<file path="config.mk">
export PLATFORM = sky130hd
export DESIGN_NAME = bct_bus_cycle_timing
export DESIGN_NICKNAME = d
export VERILOG_FILES = /design/src/bct_pkg.sv /design/src/bct_bus_cycle_timing.sv
export SDC_FILE = /design/constraint.sdc
export NUM_CORES = 1
export LEC_CHECK = 0
export ABC_AREA = 1
export BUFFER_PORTS_ARGS = -buffer_cell sky130_fd_sc_hd__buf_2
export CAP_MARGIN = 10
export CORE_AREA = 3 3 51 53
export CTS_CLUSTER_SIZE = 24
export DETAILED_ROUTE_END_ITERATION = 16
export DIE_AREA = 0 0 54 56
export PLACE_DENSITY = 0.83
export SLEW_MARGIN = 5
export SYNTH_ARGS = -nofsm -noshare
export SYNTH_HDL_FRONTEND = slang
export SYNTH_SLANG_ARGS = --single-unit
</file>
<file path="constraint.sdc">
create_clock -name clock_in -period 3.8 [get_ports clock_in]
set_input_delay 0.38 -clock clock_in [delete_from_list [all_inputs] [get_ports clock_in]]
set_output_delay 0.38 -clock clock_in [all_outputs]
set_load 0.01 [all_outputs]
</file>
<file path="src/bct_pkg.sv">
package bct_pkg;

  // ---------------------------------------------------------------
  // Bus cycle state machine
  // ---------------------------------------------------------------
  typedef enum logic [3:0] {
    BCT_IDLE = 4'b0000,
    BCT_T1   = 4'b0001,
    BCT_HOLD = 4'b0010,
    BCT_T2   = 4'b0011,
    BCT_TD   = 4'b0100,
    BCT_TW   = 4'b0101,
    BCT_T3   = 4'b0110,
    BCT_T4   = 4'b0111
  } bct_state_e;

  // ---------------------------------------------------------------
  // Counts, widths and reset values
  // ---------------------------------------------------------------
  localparam int unsigned BCT_WAIT_W = 4;
  localparam logic [2:0] BCT_TD_LAST = 3'h4;
  localparam logic [2:0] BCT_TD_SAMPLE = 3'h2;
  localparam logic [2:0] BCT_TD_RESET = 3'h0;
  localparam logic [3:0] BCT_WAIT_RESET = 4'h0;

endpackage

</file>
<file path="src/bct_bus_cycle_timing.sv">
`timescale 1ns/100ps
// Notes on behaviour
// - Low reset request forces system reset output low.
// - System reset releases on first phase-one rise after request returns high.
// - Phase sync input sampled on every oscillator rising edge.
// - Sync high during reset with phase clock high delays phase clock one cycle.
// - Sync input high floats read and write strobes; low drives them.
// - One-edge sync pulse forces phase clock high next.
// - Cycle starts on cycle-start strobe; direction input picks read or write.
// - Read and write strobes never asserted together.
// - Buffer enable asserts half a period later on reads than writes in plain cycles.
// - State marker low from T2 start until T4 start.
// - Plain cycle lasts four phase-one cycles; waits add at least one.
// - Ready low exactly while hold, delay or wait states are inserted.
// - Normal waits begin on wait inputs low at mid T2.
// - Peripheral input low at T2 start inserts five delay states.
// - Peripheral cycles reshape strobes for longer setup, starting them at TD1; they still end with T3.
// - Continuous wait low at end of T1 holds cycle while low.
// - Cycle hold keeps strobes, marker, buffer inactive and ready low.
// - Priority: hold, peripheral, continuous wait, counted wait.
// - Leaving hold, peripheral input is sampled.
// - Waits sampled mid T2, or three cycles later in peripheral cycles.
// - Counter reloads while continuous wait low, decrements while high except on the first high rise after a low sample.
// - Continuous wait sampled low always inserts at least one wait.
module bct_bus_cycle_timing
  import bct_pkg::*;
(
  // Clock and reset (clock_in is the oscillator input)
  input wire logic clock_in,
  input wire logic reset_in,
  // Reset and phase control
  input wire logic reset_request_in_n,
  input wire logic strobe_enable_phase_sync_in,
  output logic system_reset_out_n,
  output logic system_phase_clock_out,
  output logic cpu_phase_one_clock_out,
  // CPU bus
  input wire logic cycle_start_strobe_n_in,
  input wire logic transfer_direction_in_n,
  input wire logic continuous_wait_n_in,
  input wire logic [3:0] counted_wait_n_in,
  input wire logic slow_peripheral_cycle_n_in,
  // Strobes and status (read and write strobes are three-state pins as out plus enable)
  output logic read_strobe_n_out,
  output logic read_strobe_oe_out,
  output logic write_strobe_n_out,
  output logic write_strobe_oe_out,
  output logic buffer_enable_n_out,
  output logic state_marker_out_n,
  output logic ready_out
);

  // ---------------------------------------------------------------
  // Phase and reset
  // ---------------------------------------------------------------
  logic phase_q, phase_d;
  logic rst_q, rst_d;
  logic sync_q, sync_d;
  logic phase_rise;

  always_comb begin
    sync_d = strobe_enable_phase_sync_in;
    phase_d = ~phase_q;
    // Sync forces high: from low it locks phase, from high it delays one edge
    if (strobe_enable_phase_sync_in) begin
      phase_d = 1'b1;
    end
    rst_d = rst_q;
    if (!reset_request_in_n) begin
      rst_d = 1'b0;
    end else if (phase_d && !phase_q) begin
      rst_d = 1'b1;
    end
  end

  always_ff @(posedge clock_in) begin
    if (reset_in) begin
      phase_q <= 1'b0;
      rst_q <= 1'b0;
      sync_q <= 1'b0;
    end else begin
      phase_q <= phase_d;
      rst_q <= rst_d;
      sync_q <= sync_d;
    end
  end

  // One oscillator cycle per half of the phase-one clock
  assign phase_rise = ~phase_q;

  // ---------------------------------------------------------------
  // Bus cycle sequencer (advances at each phase-one rise)
  // ---------------------------------------------------------------
  bct_state_e st_q, st_d;
  logic read_q, read_d;
  logic per_q, per_d;
  logic cw_q, cw_d;
  logic [2:0] td_q, td_d;
  logic [BCT_WAIT_W-1:0] cnt_q, cnt_d;
  logic [BCT_WAIT_W-1:0] wait_val;

  assign wait_val = ~counted_wait_n_in;

  always_comb begin
    st_d = st_q;
    read_d = read_q;
    per_d = per_q;
    cw_d = cw_q;
    td_d = td_q;
    cnt_d = cnt_q;
    if (!rst_q) begin
      st_d = BCT_IDLE;
      per_d = 1'b0;
      cw_d = 1'b0;
    end else if (phase_rise) begin
      case (st_q)
        BCT_IDLE: begin
          if (!cycle_start_strobe_n_in) begin
            st_d = BCT_T1;
            read_d = ~transfer_direction_in_n;
            per_d = 1'b0;
          end
        end
        BCT_T1, BCT_HOLD: begin
          if (!continuous_wait_n_in) begin
            st_d = BCT_HOLD;
          end else begin
            st_d = BCT_T2;
            per_d = ~slow_peripheral_cycle_n_in;
          end
        end
        BCT_T2: begin
          td_d = BCT_TD_RESET;
          if (per_q) begin
            st_d = BCT_TD;
          end else if (cw_q || cnt_q != BCT_WAIT_RESET) begin
            st_d = BCT_TW;
          end else begin
            st_d = BCT_T3;
          end
        end
        BCT_TD: begin
          td_d = td_q + 3'h1;
          if (td_q == BCT_TD_LAST) begin
            st_d = (cw_q || cnt_q != BCT_WAIT_RESET) ? BCT_TW : BCT_T3;
          end
        end
        BCT_TW: begin
          if (!continuous_wait_n_in) begin
            cnt_d = wait_val;
            cw_d = 1'b1;
          end else if (cw_q) begin
            cw_d = 1'b0;
            if (cnt_q == BCT_WAIT_RESET) begin
              st_d = BCT_T3;
            end
          end else if (cnt_q <= 4'h1) begin
            cnt_d = BCT_WAIT_RESET;
            st_d = BCT_T3;
          end else begin
            cnt_d = cnt_q - 4'h1;
          end
        end
        BCT_T3: st_d = BCT_T4;
        BCT_T4: st_d = BCT_IDLE;
        default: st_d = BCT_IDLE;
      endcase
    end else if (st_q == BCT_T2 && !per_q) begin
      // Mid-state sample; the rise ending T2 only acts on it
      cw_d = ~continuous_wait_n_in;
      cnt_d = wait_val;
    end else if (st_q == BCT_TD && td_q == BCT_TD_SAMPLE) begin
      cw_d = ~continuous_wait_n_in;
      cnt_d = wait_val;
    end
  end

  always_ff @(posedge clock_in) begin
    if (reset_in) begin
      st_q <= BCT_IDLE;
      read_q <= 1'b0;
      per_q <= 1'b0;
      cw_q <= 1'b0;
      td_q <= BCT_TD_RESET;
      cnt_q <= BCT_WAIT_RESET;
    end else begin
      st_q <= st_d;
      read_q <= read_d;
      per_q <= per_d;
      cw_q <= cw_d;
      td_q <= td_d;
      cnt_q <= cnt_d;
    end
  end

  // ---------------------------------------------------------------
  // Output strobes, registered
  // ---------------------------------------------------------------
  logic rd_q, rd_d, wr_q, wr_d, dbe_q, dbe_d, tso_q, tso_d, rdy_q, rdy_d;
  logic active;

  // Strobes live over T2..T3; peripheral cycles only from TD1 on
  always_comb begin
    active = (st_d == BCT_T2 && !per_d) || st_d == BCT_TW || st_d == BCT_T3
             || (st_d == BCT_TD && td_d != BCT_TD_RESET);
    rd_d = ~(active && read_d);
    wr_d = ~(active && !read_d);
    // In plain cycles reads open the buffer one half period later
    dbe_d = ~((st_d == BCT_T2 && !read_d) || (active && (!read_d || phase_q))
              || (active && st_d != BCT_T2));
    tso_d = ~(st_d == BCT_T2 || st_d == BCT_TD || st_d == BCT_TW
              || st_d == BCT_T3);
    rdy_d = ~(st_d == BCT_HOLD || st_d == BCT_TD || st_d == BCT_TW);
  end

  always_ff @(posedge clock_in) begin
    if (reset_in) begin
      rd_q <= 1'b1;
      wr_q <= 1'b1;
      dbe_q <= 1'b1;
      tso_q <= 1'b1;
      rdy_q <= 1'b1;
    end else begin
      rd_q <= rd_d;
      wr_q <= wr_d;
      dbe_q <= dbe_d;
      tso_q <= tso_d;
      rdy_q <= rdy_d;
    end
  end

  assign system_reset_out_n = rst_q;
  assign system_phase_clock_out = phase_q;
  assign cpu_phase_one_clock_out = phase_q;
  assign read_strobe_n_out = rd_q;
  assign write_strobe_n_out = wr_q;
  assign read_strobe_oe_out = ~sync_q;
  assign write_strobe_oe_out = ~sync_q;
  assign buffer_enable_n_out = dbe_q;
  assign state_marker_out_n = tso_q;
  assign ready_out = rdy_q;
endmodule // bct_bus_cycle_timing

</file>
==> results.ini <==
[timing]
hold_violations = 0
fin_crit_sh_pct = 49.43
min_period_ns = 1.878
timing.final.max_slew_violations = 0
setup_tns_ns = 0
tightest_slew_ns = 0.3701
fmax_mhz = 532.4
clock-skew-final_ns = 0.004230
relSlewSlack_pct = 75.29
hold-worst-slack_ns = 0.2992
rsz0062_at_grt = false
finalSetupViolCount = 0

[place]
dp_hpwl_um = 2252
gp_congestion = 0.8922
dp_cells = 245
place_area_um2 = 1399
io_buffers = 21

[worst_setup_path]
slowest_delay_ns = 0.37
path_buf_inv = 2
required_ns = 4.00
critical_path.slowest_cell = dfxtp_1
path_delay_family = simple AND/OR/NAND/NOR gates
crit_path_start_kind = flip-flop
arrival_ns = 2.08
critPathMaxFanout = 5
path_common_cell = nand2_1
critPathKind = reg -> reg
path_cells = inv_1, ha_1, inv_1, nand2_1, nand2_1, nand2_1, nand4_1, nand3_1, nand2_1, nand2_1, nor2_1, nand2_1, nand3_1, nand2_1, nand2_1, nand2_1
endpoint_kind = flip-flop

[detailed_routing]
detail_route.first_pass.iterations = 4
wl_um = 2943
final_antenna_net_count = 0
route.vias.total = 1300
remaining_drc_errors = 0
wire_per_inst_um = 11.87
via_per_inst = 5.242
initialDrtViolationCount = 44

[logic_synthesis]
synth_fp_nets = 217
synth_top_area_share_pct = 34.48
synth_edf_count = 0
synthesis.area_um2 = 1277
yosys-top-cells-count = nand2_1, inv_1, nor2_1
async_flop_share_pct = 0
synth.avg_cell_area_um2 = 6.419
yosysTopAreaCell = dfxtp_1
synth.most_common_cell = nand2_1
ys.warnings.count = 0
yosysSeqAreaShare_pct = 34.48
ys_ff_latch = 22
synth.area.top_cells = dfxtp_1, nand2_1, inv_1, nor2_1, ha_1
synth_cells = 199
synth_ff_type = dfxtp_1
synthDistinctLibCells = 25

[pwr]
p_per_area_nw_per_um2 = 273.4
peakVddDrop_v = 0.0002147
p_leak_uw = 0.0006922

[cts]
cts_sinks = 22
worstSkewPairLatency_ns = 0.31
post_cts_resized = 0
cts_hold_buffers = 0
post_cts_buffers = 0
clockRootBuffer = clkbuf_4
clk_pin_slew_ns = 0.12
cts.path.max_buffers = 2
cts_max_level = 1
cts_tree = done
cts_made_buffers = 3

[die]
io_pins = 22
core_um2 = 2191
fp-row-count = 17
die_area_um2 = 3024
die_w_um = 54
start_util_pct = 58.31
die_y_um = 56

[grt]
grt_pass1_vias = 1191
grt_max_degree = 14
antenna_found_initial = 0
grt_use_total_pct = 20.82
grt.overflow.total = 0
grt_pass1_wl_um = 4899

[final_layout]
syn2layout_area_growth_pct = 11.26
fin_util_pct = 64.88
nets = 240
reg_top3 = cnt_q: 4 flops, st_q: 4 flops, td_q: 3 flops
postLayoutCellArea_um2 = 1421
n_antenna_cell = 0
layout-drive-gt1-share_pct = 15.91
final_cells = 248

[job]
cap_viol_max_count = 0

[status]
status = finished clean

[worst_hold_path]
hold_path_class = in -> reg

-- worst paths after layout --
check	startpoint	to	slack, ns	depth (start not counted)
worst max-delay path	cnt_q[0]$_SDFFE_PP0P_	buffer_enable_n_out$_SDFF_PP1_	1.92	16
worst min-delay path	reset_request_in_n	system_reset_out_n$_SDFFE_PP0P_	0.30	3
worst max register to register	cnt_q[0]$_SDFFE_PP0P_	buffer_enable_n_out$_SDFF_PP1_	1.92	16
worst min register to register	cnt_q[3]$_SDFFE_PP0P_	cnt_q[3]$_SDFFE_PP0P_	0.53	2
-- cell type report --
class | instances | area (um2)
Inverter | 36 | 135.1
Timing Repair Buffer | 21 | 105.1
Multi-Input combinational cell | 138 | 683.2
Tap cell | 28 | 35.03
Fill cell | 201 | 769.5
Sequential cell | 22 | 440.4
Clock buffer | 3 | 22.52
-- logic make-up after synthesis --
group / count (synthesis) / share of synthesized area (%)
AOI/OAI and AO/OA: 29 / 12.73
muxes: 1 / 0.7836
and+or+nand+nor: 102 / 34.08
DFF: 22 / 34.48
adders and majority gates: 6 / 5.876
buffers and inverters: 39 / 12.05
-- report_power, final --
| part | internal [uW] | switching (uW) | leakage (uW) | total, uW |
|---|---|---|---|---|
| Sequential | 234 | 4.41 | 0.000178 | 239 |
| Clock | 37.0 | 68.0 | 0.0000138 | 105 |
| Combinational | 16.8 | 28.2 | 0.000500 | 44.9 |
-- per-layer routing --
metal,share of wire (%),vias up,track usage [%]
li1,-,676,-
met1,42,563,25.98
met2,50,54,36.16
met3,6.4,7,3.217
met4,1.5,0,4.982
met5,0,-,0
-- placed cells by master, fill, tap and decap left out, drive strengths merged --
cell type   n
nand2      52
o221ai      1
nor3        2
inv        36
dfxtp      22
a31oi       1
ha          6
o22ai       4
nand3b      1
clkbuf      3
mux2i       1
o211ai      1
a21oi       8
nor2       29
buf        21
nand3      15
nand4       3
o21ai      12
a211oi      2
-- stage by stage --
stage	total power (uW)	setup WS, ns
finish	388.5	1.922
global route	407.1	1.626
CTS	389.4	1.928
detailed placement	287.8	1.950
global placement	286.3	2.055
floorplan	272.9	2.151
-- tightest hold or removal path: stages --
cell,delay [ns]
buf_2,0.10
nand2_1,0.06
a21oi_1,0.04
Note: power is estimated with default switching activity, not from simulation.
